$ cat config.mk
export PLATFORM = sky130hd
export DESIGN_NAME = rxcfs_top
export DESIGN_NICKNAME = d
export VERILOG_FILES = /design/src/design/rxcfs_pkg.sv /design/src/design/rxcfs_top.sv
export SDC_FILE = /design/constraint.sdc
export NUM_CORES = 1
export LEC_CHECK = 0
export ABC_CLOCK_PERIOD_IN_PS = 5150
export BUFFER_PORTS_ARGS = -buffer_cell sky130_fd_sc_hd__buf_2
export CORE_MARGIN = 1
export CORE_UTILIZATION = 55
export CTS_BUF_LIST = sky130_fd_sc_hd__clkbuf_4
export DETAILED_ROUTE_END_ITERATION = 16
export PLACE_DENSITY = 0.86
export RECOVER_POWER = 25
export REMOVE_ABC_BUFFERS = 1
export SYNTH_ARGS = -nofsm -noshare
export SYNTH_HDL_FRONTEND = slang
export SYNTH_SLANG_ARGS = --single-unit
export TNS_END_PERCENT = 1
$ cat constraint.sdc
create_clock -name core_clk -period 5.15 [get_ports core_clk]
set_clock_uncertainty 0.1 [all_clocks]
set_input_delay 1.2875 -clock core_clk [delete_from_list [all_inputs] [get_ports core_clk]]
set_output_delay 1.2875 -clock core_clk [all_outputs]
set_load 0.005 [all_outputs]
$ cat src/design/rxcfs_pkg.sv
// What this block does
// - Match pause DA against configured 48-bit address
// - Pause address ignored for ordinary frames
// - First line byte sits in address LSB
// - Bits 31:16 give maximum frame size
// - Bit 14 enforces configured maximum size
// - Bit 10 low: answer faults per standard
// - Bit 10 high: always forward MAC data
// - Bit 9 skips control frame length check
// - Bit 8 high skips length/type checks
// - Bit 7 keeps preamble on delivered frame
// - Bit 5 pause frames pause transmitter
// - Bit 4 low limits legal maximum length unless bit 14 set
// - FCS always checked; bit 3 passes it
// - Bit 2 accepts VLAN tagged frames
// - Bit 1 enables the receiver
// - Bit 0 holds receiver in reset
// - Status bit 1 shows remote fault
// - Status bit 0 shows local fault
package rxcfs_pkg;

  // ==========================================================
  // Register map (byte addresses)
  localparam logic [11:0] ADDR_PAUSE_LO = 12'h000;
  localparam logic [11:0] ADDR_PAUSE_HI = 12'h004;
  localparam logic [11:0] ADDR_CTRL = 12'h008;
  localparam logic [11:0] ADDR_STATUS = 12'h00C;

  // ==========================================================
  // Reset values and write masks
  localparam logic [31:0] PAUSE_LO_RST = 32'h00000000;
  localparam logic [15:0] PAUSE_HI_RST = 16'h0000;
  localparam logic [31:0] CTRL_RST = 32'h00000000;
  localparam logic [31:0] CTRL_WMASK = 32'hFFFF47BF;

  // ==========================================================
  // Status bit positions
  localparam int ST_LOCAL = 0;
  localparam int ST_REMOTE = 1;
  localparam int ST_BUSY = 2;

  // ==========================================================
  // Frame constants
  localparam logic [15:0] MAX_LEGAL = 16'h05EE;
  localparam logic [15:0] MAX_VLAN = 16'h05F2;
  localparam logic [15:0] MAX_LEN_FIELD = 16'h05DC;
  localparam logic [15:0] MIN_FRAME = 16'h0040;
  localparam logic [15:0] MIN_DATA = 16'h002E;
  localparam logic [15:0] HDR_BYTES = 16'h0012;
  localparam logic [15:0] VLAN_BYTES = 16'h0004;
  localparam logic [15:0] TYPE_VLAN = 16'h8100;
  localparam logic [15:0] TYPE_CTL = 16'h8808;
  localparam logic [15:0] OP_PAUSE = 16'h0001;
  localparam logic [47:0] MC_PAUSE = 48'h010000C28001;

  // Byte positions counted from the first preamble byte
  localparam logic [15:0] PRE_LEN = 16'h0008;
  localparam logic [15:0] DA_END = 16'h000D;
  localparam logic [15:0] LT_POS = 16'h0014;
  localparam logic [15:0] OP_POS = 16'h0016;
  localparam logic [15:0] QT_POS = 16'h0018;
  localparam logic [15:0] VLT_POS = 16'h0018;
  localparam logic [15:0] FCS_LEN = 16'h0004;

  // ==========================================================
  // Reconciliation transmit selection codes
  localparam logic [1:0] RS_DATA = 2'h0;
  localparam logic [1:0] RS_REMOTE = 2'h1;
  localparam logic [1:0] RS_IDLE = 2'h2;

  // ==========================================================
  // Types
  typedef struct packed {
    logic [47:0] pause_addr;
    logic [15:0] receive_max_frame_size;
    logic rsv15;
    logic receive_max_size_override;
    logic [2:0] rsv13_11;
    logic fault_inhibit;
    logic ctl_len_dis;
    logic lt_dis;
    logic keep_pre;
    logic rsv6;
    logic fc_en;
    logic jumbo;
    logic fcs_pass;
    logic vlan_en;
    logic rx_en;
    logic rx_rst;
  } rxcfs_cfg_t;

  typedef struct packed {
    logic valid;
    logic [7:0] data;
    logic last;
    logic good;
    logic filtered;
  } rxcfs_beat_t;

  typedef enum logic [2:0] {
    RX_IDLE = 3'b001,
    RX_FRAME = 3'b010,
    RX_FLUSH = 3'b100
  } rxcfs_state_t;

endpackage

$ cat src/design/rxcfs_top.sv
`timescale 1ns/10ps
module rxcfs_top (
  input wire logic core_clk,
  input wire logic rst_n,
  // APB slave
  input wire logic psel,
  input wire logic penable,
  input wire logic pwrite,
  input wire logic [11:0] paddr,
  input wire logic [31:0] pwdata,
  input wire logic [3:0] pstrb,
  output logic [31:0] prdata,
  output logic pready,
  output logic pslverr,
  // Received byte stream from the decoder
  input wire logic in_valid,
  input wire logic [7:0] in_data,
  input wire logic in_sof,
  input wire logic in_eof,
  input wire logic in_fcs_ok,
  // Fault ordered sets seen by the decoder
  input wire logic rs_local_fault,
  input wire logic rs_remote_fault,
  // Delivered stream to the client
  output rxcfs_pkg::rxcfs_beat_t out_beat,
  // Pause request towards the transmitter
  output logic pause_req,
  output logic [15:0] pause_quanta,
  // Reconciliation transmit selection
  output logic [1:0] rs_tx_sel
);

  // ==========================================================
  // Registers
  logic [31:0] pause_lo_q;
  logic [15:0] pause_hi_q;
  logic [31:0] ctrl_q;
  logic [1:0] fault_q; // Fault levels, one cycle late
  rxcfs_pkg::rxcfs_state_t state_q; // Frame walker state, read back too
  rxcfs_pkg::rxcfs_cfg_t cfg; // Unpacked view of config

  assign cfg = {pause_hi_q, pause_lo_q, ctrl_q};

  // Receive path holds
  logic rx_hold; // Receive logic in reset
  assign rx_hold = !rst_n || cfg.rx_rst;

  // ==========================================================
  // APB slave
  logic acc; // Access phase awaiting answer
  logic wr_ok; // Write takes effect this edge
  logic [31:0] wmerge; // Byte-lane merge helper
  logic mapped; // Address decodes
  logic [31:0] pause_hi_w; // High address word as a full bus word

  assign pause_hi_w = {16'h0000, pause_hi_q};

  assign acc = psel && penable && !pready;
  assign wr_ok = acc && pwrite && mapped;

  // Decode of the four words
  always_comb
  begin
    case (paddr)
      rxcfs_pkg::ADDR_PAUSE_LO: mapped = 1'b1;
      rxcfs_pkg::ADDR_PAUSE_HI: mapped = 1'b1;
      rxcfs_pkg::ADDR_CTRL: mapped = 1'b1;
      rxcfs_pkg::ADDR_STATUS: mapped = 1'b1;
      default: mapped = 1'b0;
    endcase
  end

  // Byte enables pick new or old bytes
  always_comb
  begin
    wmerge = 32'h00000000;
    for (int i = 0; i < 4; i++)
    begin
      case (paddr)
        rxcfs_pkg::ADDR_PAUSE_LO:
          wmerge[8*i +: 8] = pstrb[i] ? pwdata[8*i +: 8]
                                      : pause_lo_q[8*i +: 8];
        rxcfs_pkg::ADDR_PAUSE_HI:
          wmerge[8*i +: 8] = pstrb[i] ? pwdata[8*i +: 8]
                                      : pause_hi_w[8*i +: 8];
        default:
          wmerge[8*i +: 8] = pstrb[i] ? pwdata[8*i +: 8]
                                      : ctrl_q[8*i +: 8];
      endcase
    end
  end

  // One wait state: answer in the cycle after access starts
  always_ff @(posedge core_clk)
  begin
    if (!rst_n)
    begin
      pready <= 1'b0;
      pslverr <= 1'b0;
    end
    else
    begin
      pready <= acc;
      pslverr <= acc && !mapped; // Unmapped address errors
    end
  end

  // Configuration words; status is read-only
  always_ff @(posedge core_clk)
  begin
    if (!rst_n)
    begin
      pause_lo_q <= rxcfs_pkg::PAUSE_LO_RST;
      pause_hi_q <= rxcfs_pkg::PAUSE_HI_RST;
      ctrl_q <= rxcfs_pkg::CTRL_RST;
    end
    else if (wr_ok)
    begin
      case (paddr)
        rxcfs_pkg::ADDR_PAUSE_LO: pause_lo_q <= wmerge;
        rxcfs_pkg::ADDR_PAUSE_HI: pause_hi_q <= wmerge[15:0];
        // Reserved control bits never stored
        rxcfs_pkg::ADDR_CTRL:
          ctrl_q <= wmerge & rxcfs_pkg::CTRL_WMASK;
        default: ; // Status write ignored
      endcase
    end
  end

  // Read data sampled with the answer
  always_ff @(posedge core_clk)
  begin
    if (!rst_n)
      prdata <= 32'h00000000;
    else if (acc && !pwrite)
    begin
      case (paddr)
        rxcfs_pkg::ADDR_PAUSE_LO: prdata <= pause_lo_q;
        rxcfs_pkg::ADDR_PAUSE_HI: prdata <= pause_hi_w;
        rxcfs_pkg::ADDR_CTRL: prdata <= ctrl_q;
        rxcfs_pkg::ADDR_STATUS:
          prdata <= {29'h00000000, state_q != rxcfs_pkg::RX_IDLE,
                     fault_q};
        default: prdata <= 32'h00000000;
      endcase
    end
  end

  // ==========================================================
  // Fault status and reconciliation response
  // Fault levels come from same-clock decode logic
  always_ff @(posedge core_clk)
  begin
    if (!rst_n)
      fault_q <= 2'b00;
    else
    begin
      fault_q[rxcfs_pkg::ST_REMOTE] <= rs_remote_fault;
      fault_q[rxcfs_pkg::ST_LOCAL] <= rs_local_fault;
    end
  end

  // Local fault wins over remote, as the standard orders
  always_ff @(posedge core_clk)
  begin
    if (!rst_n)
      rs_tx_sel <= rxcfs_pkg::RS_DATA;
    else if (cfg.fault_inhibit)
      rs_tx_sel <= rxcfs_pkg::RS_DATA;
    else if (rs_local_fault)
      rs_tx_sel <= rxcfs_pkg::RS_REMOTE;
    else if (rs_remote_fault)
      rs_tx_sel <= rxcfs_pkg::RS_IDLE;
    else
      rs_tx_sel <= rxcfs_pkg::RS_DATA;
  end

  // ==========================================================
  // Receive frame walker
  logic [15:0] cnt_q; // Byte index from first preamble byte
  logic [2:0] fl_q; // Flush bytes left
  logic [7:0] dly_q [0:3]; // FCS-wide delay line
  logic start_ok; // New frame may begin
  logic [15:0] dly_idx; // Index of the byte leaving the line
  logic [15:0] first_out; // First delivered index

  // Disabled receiver ignores new frames
  assign start_ok = in_valid && in_sof && cfg.rx_en;
  assign dly_idx = cnt_q - rxcfs_pkg::FCS_LEN;
  // Preamble kept or dropped
  assign first_out = cfg.keep_pre ? 16'h0000 : rxcfs_pkg::PRE_LEN;

  // Frame state and byte index
  always_ff @(posedge core_clk)
  begin
    if (rx_hold)
    begin
      state_q <= rxcfs_pkg::RX_IDLE;
      cnt_q <= 16'h0000;
      fl_q <= 3'h0;
    end
    else
    begin
      case (state_q)
        rxcfs_pkg::RX_IDLE:
          if (start_ok)
          begin
            state_q <= rxcfs_pkg::RX_FRAME;
            cnt_q <= 16'h0001;
          end
        rxcfs_pkg::RX_FRAME:
          if (in_valid && in_eof)
          begin
            // Passed FCS drains the delay line
            state_q <= cfg.fcs_pass ? rxcfs_pkg::RX_FLUSH
                                    : rxcfs_pkg::RX_IDLE;
            fl_q <= 3'h4;
          end
          else if (in_valid && cnt_q != 16'hFFFF)
            cnt_q <= cnt_q + 16'h0001; // Saturates on huge frames
        rxcfs_pkg::RX_FLUSH:
        begin
          fl_q <= fl_q - 3'h1;
          if (fl_q == 3'h1)
            state_q <= rxcfs_pkg::RX_IDLE;
        end
        default: state_q <= rxcfs_pkg::RX_IDLE;
      endcase
    end
  end

  // Delay line shifts on each accepted byte or flush step
  always_ff @(posedge core_clk)
  begin
    if (rx_hold)
      for (int i = 0; i < 4; i++)
        dly_q[i] <= 8'h00;
    else if ((in_valid && (start_ok || state_q == rxcfs_pkg::RX_FRAME))
             || state_q == rxcfs_pkg::RX_FLUSH)
    begin
      dly_q[0] <= in_data;
      for (int i = 1; i < 4; i++)
        dly_q[i] <= dly_q[i-1];
    end
  end

  // ==========================================================
  // Header capture and checks
  logic [15:0] lt_q; // Length/type, after any tag
  logic [15:0] op_q; // Control opcode
  logic [15:0] qt_q; // Pause quanta
  logic tagged_q; // Frame carries a VLAN tag
  logic da_own_q; // DA matches configured address
  logic da_mc_q; // DA matches pause multicast
  logic [5:0] da_off; // Bit offset of current DA byte
  logic in_hdr; // Byte belongs to this frame

  assign in_hdr = in_valid && state_q == rxcfs_pkg::RX_FRAME;
  assign da_off = 6'(({3'h0, cnt_q[2:0]} - 6'h08) << 3);

  // Destination compare, first line byte at LSB
  always_ff @(posedge core_clk)
  begin
    if (rx_hold || start_ok)
    begin
      da_own_q <= 1'b1;
      da_mc_q <= 1'b1;
    end
    else if (in_hdr && cnt_q >= rxcfs_pkg::PRE_LEN
             && cnt_q <= rxcfs_pkg::DA_END)
    begin
      // Configured address only feeds pause decode
      if (in_data != cfg.pause_addr[da_off +: 8])
        da_own_q <= 1'b0;
      if (in_data != rxcfs_pkg::MC_PAUSE[da_off +: 8])
        da_mc_q <= 1'b0;
    end
  end

  // Length/type, opcode and quanta fields
  always_ff @(posedge core_clk)
  begin
    if (rx_hold || start_ok)
    begin
      lt_q <= 16'h0000;
      op_q <= 16'h0000;
      qt_q <= 16'h0000;
      tagged_q <= 1'b0;
    end
    else if (in_hdr)
    begin
      if (cnt_q == rxcfs_pkg::LT_POS)
        lt_q[15:8] <= in_data;
      if (cnt_q == rxcfs_pkg::LT_POS + 16'h0001)
      begin
        lt_q[7:0] <= in_data;
        tagged_q <= {lt_q[15:8], in_data} == rxcfs_pkg::TYPE_VLAN;
      end
      // Inner type replaces the tag type
      if (tagged_q && cnt_q == rxcfs_pkg::VLT_POS)
        lt_q[15:8] <= in_data;
      if (tagged_q && cnt_q == rxcfs_pkg::VLT_POS + 16'h0001)
        lt_q[7:0] <= in_data;
      if (cnt_q == rxcfs_pkg::OP_POS)
        op_q[15:8] <= in_data;
      if (cnt_q == rxcfs_pkg::OP_POS + 16'h0001)
        op_q[7:0] <= in_data;
      if (cnt_q == rxcfs_pkg::QT_POS)
        qt_q[15:8] <= in_data;
      if (cnt_q == rxcfs_pkg::QT_POS + 16'h0001)
        qt_q[7:0] <= in_data;
    end
  end

  // End-of-frame verdict, valid in the eof cycle
  logic [15:0] flen; // Length DA..FCS
  logic [15:0] dlen; // Client data bytes
  logic [15:0] max_len; // Active size limit
  logic is_ctl; // Control type frame
  logic len_bad, lt_bad, ctl_bad, vlan_bad;
  logic good, pause_hit;

  assign flen = cnt_q + 16'h0001 - rxcfs_pkg::PRE_LEN;
  assign dlen = flen - rxcfs_pkg::HDR_BYTES
                - (tagged_q ? rxcfs_pkg::VLAN_BYTES : 16'h0000);
  assign is_ctl = !tagged_q && lt_q == rxcfs_pkg::TYPE_CTL;

  // Size limit selection
  always_comb
  begin
    max_len = (tagged_q && cfg.vlan_en) ? rxcfs_pkg::MAX_VLAN
                                        : rxcfs_pkg::MAX_LEGAL;
    len_bad = 1'b0;
    if (cfg.receive_max_size_override)
      len_bad = flen > cfg.receive_max_frame_size;
    else if (!cfg.jumbo)
      len_bad = flen > max_len;
  end

  // Length field versus data; short field implies padding
  always_comb
  begin
    lt_bad = 1'b0;
    if (!cfg.lt_dis && lt_q <= rxcfs_pkg::MAX_LEN_FIELD)
    begin
      if (lt_q < rxcfs_pkg::MIN_DATA)
        lt_bad = flen != rxcfs_pkg::MIN_FRAME;
      else
        lt_bad = lt_q != dlen;
    end
  end

  assign ctl_bad = is_ctl && !cfg.ctl_len_dis
                   && flen > rxcfs_pkg::MIN_FRAME;
  assign vlan_bad = tagged_q && !cfg.vlan_en;
  // FCS verdict always counts
  assign good = in_fcs_ok && !len_bad && !lt_bad && !ctl_bad
                && !vlan_bad;
  // Address match only decides pause handling
  assign pause_hit = good && is_ctl && op_q == rxcfs_pkg::OP_PAUSE
                     && (da_own_q || da_mc_q);

  // ==========================================================
  // Client output
  logic good_q; // Verdict held over the flush
  logic filt_q; // Frame consumed by flow control

  always_ff @(posedge core_clk)
  begin
    if (rx_hold)
    begin
      good_q <= 1'b0;
      filt_q <= 1'b0;
    end
    else if (in_hdr && in_eof)
    begin
      good_q <= good;
      filt_q <= pause_hit && cfg.fc_en;
    end
  end

  // Byte leaves the line once four newer bytes follow it
  always_ff @(posedge core_clk)
  begin
    if (rx_hold)
      out_beat <= '0;
    else
    begin
      out_beat <= '0;
      out_beat.data <= dly_q[3];
      if (in_hdr && cnt_q >= rxcfs_pkg::FCS_LEN
          && dly_idx >= first_out)
      begin
        out_beat.valid <= 1'b1;
        if (in_eof && !cfg.fcs_pass)
        begin
          // FCS stripped: last data byte ends frame
          out_beat.last <= 1'b1;
          out_beat.good <= good;
          out_beat.filtered <= pause_hit && cfg.fc_en;
        end
      end
      else if (state_q == rxcfs_pkg::RX_FLUSH)
      begin
        out_beat.valid <= 1'b1;
        if (fl_q == 3'h1)
        begin
          out_beat.last <= 1'b1;
          out_beat.good <= good_q;
          out_beat.filtered <= filt_q;
        end
      end
    end
  end

  // ==========================================================
  // Pause request towards the transmitter
  always_ff @(posedge core_clk)
  begin
    if (rx_hold)
    begin
      pause_req <= 1'b0;
      pause_quanta <= 16'h0000;
    end
    else
    begin
      pause_req <= in_hdr && in_eof && pause_hit
                   && cfg.fc_en;
      if (in_hdr && in_eof && pause_hit)
        pause_quanta <= qt_q;
    end
  end

endmodule

### Word-level counts from Yosys, hierarchy flattened

Memories as Yosys holds them, arrays and structs flattened. A register that Yosys moved wholly into a read port is not among the register bits.
Index checks and enable logic that the tools add are counted.

| storage, ports and cells | value |
|---|---|
| memory bits (writable) | 32 |
| word-level logic and storage cells | 214 |
| memories | 1 |
| register bits after elaboration | 209 |

Memories:

| memory | words | width | rd ports | clocked after Yosys merged registers in | write ports | line | source |
|---|---|---|---|---|---|---|---|
| dly_q | 4 | 8 | 4 | 1 | 4 | rxcfs_top.sv:182 | `logic [7:0] dly_q [0:3];` |

| operators by class | value |
|---|---|
| reduce and logical (&&, ||, !) cells | 77 |
| order comparisons | 9 |
| multiplexer cells | 57 |
| equality and inequality tests | 27 |
| add/subtract/negate cells | 7 |
| shift-type cells | 2 |
| bitwise operators | 5 |

Operator list:

| cell | count |
|---|---|
| two-way mux 8 bit | 20 |
| one-hot mux 32 bit (4 select lines) | 1 |
| == test 16 x 5 -> 1 bit, second input constant | 6 |
| one-hot mux 8 bit (2 select lines) | 4 |
| two-way mux 16 bit | 3 |
| variable part select 48 x 7 -> 8 bit | 1 |
| variable part select 48 x 7 -> 8 bit, first input constant | 1 |
| logical AND 1 bit | 36 |
| == test 16 bit, second input constant | 2 |
| one-hot mux 16 bit (2 select lines) | 1 |
| two-way mux 3 bit | 10 |
| AND reduction 2 bit | 13 |
| == test 12 x 4 -> 1 bit, second input constant | 2 |
| adder 16 x 1 -> 16 bit, second input constant | 1 |
| == test 16 x 1 -> 1 bit, second input constant | 1 |
| greater-or-equal comparator 16 x 3 -> 1 bit, second input constant | 1 |
| greater-or-equal comparator 16 x 4 -> 1 bit | 1 |
| greater-or-equal comparator 16 x 4 -> 1 bit, second input constant | 1 |
| > comparator 16 x 11 -> 1 bit | 1 |
| > comparator 16 bit | 1 |
| > comparator 16 x 7 -> 1 bit, second input constant | 1 |
| less-or-equal comparator 16 x 11 -> 1 bit, second input constant | 1 |
| less-or-equal comparator 16 x 4 -> 1 bit, second input constant | 1 |
| < comparator 16 x 6 -> 1 bit, second input constant | 1 |
| 33 further kinds | 73 |

### Depth between registers and ports, before layout

| logic depth | value |
|---|---|
| word-level depth | 17 |
| depth in mapped cells | 26 |
| depth with buffers taken out | 21 |

### Least setup slack after synthesis

No wires, ideal clock.

| timing | value |
|---|---|
| path type | reg-to-reg |
| start | reg cnt_q[3] |
| end | reg pause_quanta[6] |
| setup slack | 0.587 ns |
| cell stages (with the launch flop) | 25 |
| arrival | 4.336 ns |
| data required time | 4.922 ns |
| path buffers | 3 |
| cell sequence | dfxtp_1 ha_1 nand2_1 xnor2_1 inv_1 ha_1 clkbuf_1 nand3_1 nor2_1 xnor2_1 inv_1 ha_1 a21o_1 a21o_1 a21o_1 a21oi_1 o21ai_0 o21a_1 o31ai_1 o311a_1 and3b_1 buf_6 buf_12 mux2i_1 nor2_1 |

| on the way | value |
|---|---|
| cells in the longest elaborated chain, start to end | 15 |
| elaborated cells on any way between the ends | 25 |
| those cells by class | add/sub: 4; order compare: 3; eq/ne: 2; mux: 4; reduce/logical: 12 |

RTL lines:

| what | line | source |
|---|---|---|
| start, declared | rxcfs_top.sv:180 | `logic [15:0] cnt_q;` |
| start signal, assigned | rxcfs_top.sv:220 | `cnt_q <= cnt_q + 16'h0001;` |
| adder 16 x 1 -> 16 bit * | rxcfs_top.sv:323 | `assign flen = cnt_q + 16'h0001 - rxcfs_pkg::PRE_LEN;` |
| subtractor 16 x 4 -> 16 bit * | rxcfs_top.sv:323 |  |
| subtractor 16 x 5 -> 16 bit | rxcfs_top.sv:324 | `assign dlen = flen - rxcfs_pkg::HDR_BYTES` |
| subtractor 16 x 3 -> 16 bit | rxcfs_top.sv:325 | `- (tagged_q ? rxcfs_pkg::VLAN_BYTES : 16'h0000);` |
| inequality test 16 bit | rxcfs_top.sv:349 | `lt_bad = lt_q != dlen;` |
| two-way mux 1 bit | rxcfs_top.sv:346 | `if (lt_q < rxcfs_pkg::MIN_DATA)` |
| two-way mux 1 bit | rxcfs_top.sv:344 | `if (!cfg.lt_dis && lt_q <= rxcfs_pkg::MAX_LEN_FIELD)` |
| logical NOT 1 bit | rxcfs_top.sv:357 | `assign good = in_fcs_ok && !len_bad && !lt_bad && !ctl_bad` |
| logical AND 1 bit | rxcfs_top.sv:357 |  |
| logical AND 1 bit * | rxcfs_top.sv:357 |  |
| logical AND 1 bit * | rxcfs_top.sv:358 | `&& !vlan_bad;` |
| logical AND 1 bit * (2 in a row) | rxcfs_top.sv:360 | `assign pause_hit = good && is_ctl && op_q == rxcfs_pkg::OP_PAUSE` |
| logical AND 1 bit * | rxcfs_top.sv:361 | `&& (da_own_q \|\| da_mc_q);` |
| logical AND 1 bit * | rxcfs_top.sv:429 | `if (in_hdr && in_eof && pause_hit)` |
| end signal, assigned | rxcfs_top.sv:430 | `pause_quanta <= qt_q;` |
| end, declared | rxcfs_top.sv:28 | `output logic [15:0] pause_quanta,` |

Every way passes the cells marked *; elsewhere a longest branch is shown, timed or not.
A chain may end at the register's enable or synchronous reset.

### Final worst setup path

| timing | value |
|---|---|
| start | reg cnt_q[1] |
| end | reg pause_quanta[11] |

Same word-level chain as after synthesis.

==> results.txt <==
Initial antenna violation count: 1
Setup_tns: 0 ns
Final min period: 4.79 ns
Clock Pin Slew Worst Setup and Hold Paths: 0.07 ns
Setup ws final: 0.357 ns
Post-DP Area: 0.0145 mm2
CTS buffer count: 67
Final Non-Filler Cells: 2,004
Worst-skew pair later-pin latency: 0.68 ns
Max Cap Viol: 1
Setup bufs post-CTS: 0
Tot Pwr: 4.01 mW
Post-synth ARST share: 0%
Mapped Avg Cell Area: 8.98 um2
Largest area contributor in the netlist: dfxtp_1
Port bufs: 131
Hold Slack: 0.344 ns
Hold WC Path Type: flop to flop
Fillers: 2,004
Sequential Area: 0.00531 mm2
Number of global-route vias before repair: 11,300
H-tree levels: 3
Max Buffers Root-to-Sink: 3
CTS tree: built
Routed vias: 11,800
Routed WL per cell: 18.1 um
Core area: 0.0242 mm2
Peak supply drop: 0.131 mV
#FFs+latches synth: 249
DR vias/cell: 5.90
Worst Path Max Fanout: 16
Total gr overflow: 0
Post-synth EDFFs: 32
DP Worst Slack: 0.400 ns
Final hold violations: 0
1st-iter DRT viols: 1,341
Ratio of cells with drive above 1 in the final layout: 20.2%
First-pass GRT wire length: 59.0 mm
Share of the yosys chip area belonging to registers: 39.2%
Final Slew Violations: 67
Die area: 0.0253 mm2
Count leader, synth: dfxtp_1
Yosys cell types: 80
Failing checks: capacitance limit, slew limit
I/O Pins: 132
Die Y: 159 um
Drt drc: 0
Hold-fix buffers, CTS: 0
Post-route clock period utilization: 93.1%
Endpoint class of the critical path: flop
Max frequency: 0.209 GHz
Total clock sinks: 249
Row cnt: 57
Worst r2r src: cnt_q[1]
Final setup vio count: 0
Nets: 1,743
Setup crit start: cnt_q[1]
Largest net degree at the start of global routing: 90
P_leak: 6.49 nW
Synth top area cells: dfxtp_1 32%, mux2i_1 8.4%, edfxtp_1 7.1%
Final Cell Area: 0.0153 mm2
Antenna Nets Post-Route: 0
Post-synthesis instance area: 0.0135 mm2
GP Congestion: 1.04
Starting Density: 55.9%
Ys flop type: dfxtp_1
Drt pass-1 iters: 5
Least-Margin Pin Slew: 1.51 ns
Top cell type's share of synthesized area: 32.1%
Relative slew slack: -0.498%
Power per cell area: 262 mW/mm2
Startpoint Class: flop
Utilization after layout: 63.0%
WL final: 36.3 mm
Req. time, crit path: 5.56 ns
Mapped Cells: 1,508
Multi-input logic area: 0.00763 mm2
Post-synth top cells: 217 x dfxtp_1, 165 x nand2_1, 143 x nor2_1
Crit Path Class: flop to flop
Placed Cells: 1,893
Yosys warns: 0
Post-DP HPWL: 25.1 mm
Status: finished with violations
Die extent in x: 159 um
Clock root buffer master: clkbuf_4
Critical path data arrival time: 5.20 ns
Worst hold start: dly_q[3][2]
GRT Total Usage: 28.9%
Synthesis-to-finish area growth: 12.8%
final cells by class:
class	count	share of cell area, %
Clock buffer	99	4.86
Inverter	45	1.11
Timing Repair Buffer	170	6.07
Antenna cell	1	0.0164
Sequential cell	249	34.7
Clock inverter	11	0.655
Multi-Input combinational cell	1105	49.9
Tap cell	324	2.65
cells by family (layout without fill, tap and decap cells):
group                      after synthesis  after routing  share of synthesized area [%]
DFF                                    249            249                           39.2
adders and majority gates               39             39                           3.59
and+or+nand+nor                        559            559                           20.6
muxes                                  150            150                           12.1
buffers and inverters                  154            325                           4.66
xor gates and xnor gates                64             64                           4.30
other                                    0              1                              0
AOI/OAI and AO/OA                      293            293                           15.6
power breakdown:
group / internal (mW) / switching, mW / total [mW] / leakage [nW]
Sequential: 1.98 / 0.00507 / 1.99 / 2.08
Clock: 0.973 / 0.807 / 1.78 / 0.504
Combinational: 0.0871 / 0.159 / 0.246 / 3.90
Total: 3.04 / 0.971 / 4.01 / 6.49
path summary, 6_finish.rpt:
kind | to | slack (ns) | cells after the start
worst min-delay path | out_beat[5] | 0.34 | 1
worst max-delay path | pause_quanta[11] | 0.36 | 16
worst min register to register | out_beat[5] | 0.34 | 1
worst max register to register | pause_quanta[11] | 0.36 | 16
metal layers:
| metal | track usage (%) | wire length (um) |
|---|---|---|
| met4 | 14.2 | 1380 |
| met1 | 38.2 | 15700 |
| met3 | 5.78 | 2630 |
| met5 | 0 | 0 |
| met2 | 45.4 | 16600 |
cells in the final DEF (no fill, tap or decap), types with 5 or more instances in the layout:
master / n
o21a_1: 6
xnor2_1: 44
nor3_1: 20
clkbuf_1: 9
and3_1: 6
nand3_1: 41
buf_4: 35
nor2b_1: 41
nor4b_1: 5
o21ai_0: 49
mux4_2: 8
and2_0: 29
a21oi_1: 79
clkbuf_4: 99
nand2b_1: 5
nand2_1: 165
a31oi_1: 6
a22oi_1: 26
nor3b_1: 20
clkinv_1: 5
mux2i_1: 114
a21boi_0: 34
ha_1: 38
nand4_1: 18
o211a_1: 45
inv_1: 45
dfxtp_1: 217
a21o_1: 5
nor2_1: 143
a211oi_1: 5
buf_2: 125
nor4_1: 8
edfxtp_1: 32
mux2_2: 28
and2_1: 20
xor2_1: 16
registers in the layout (all words and copies together) (netlist names), 27 cells and up:
name        flops
pause_lo_q     32
dly_q          32
ctrl_q         27
prdata         32
worst max-delay path, stage by stage, from the launching register on:
cell and delay [ns]:
dfxtp_1 0.33, buf_4 0.21, nand3_2 0.24, nor4_2 0.47, xnor2_1 0.21, a2111oi_4 0.45, nand4_1 0.16, xor2_1 0.32
ha_1 0.34, a211oi_1 0.24, o21ai_0 0.17, o31ai_1 0.27, o311a_1 0.31, and3b_1 0.19, buf_4 0.29, mux2i_1 0.25
nor2_1 0.08
what timing repair did:
| action | 4_1_cts | 5_1_grt |
|---|---|---|
| hold endpoints to repair | 0 | 0 |
| resized for setup | 0 | 3 |
| setup endpoints to repair | 0 | 18 |
(Power assumes the default switching activity.)
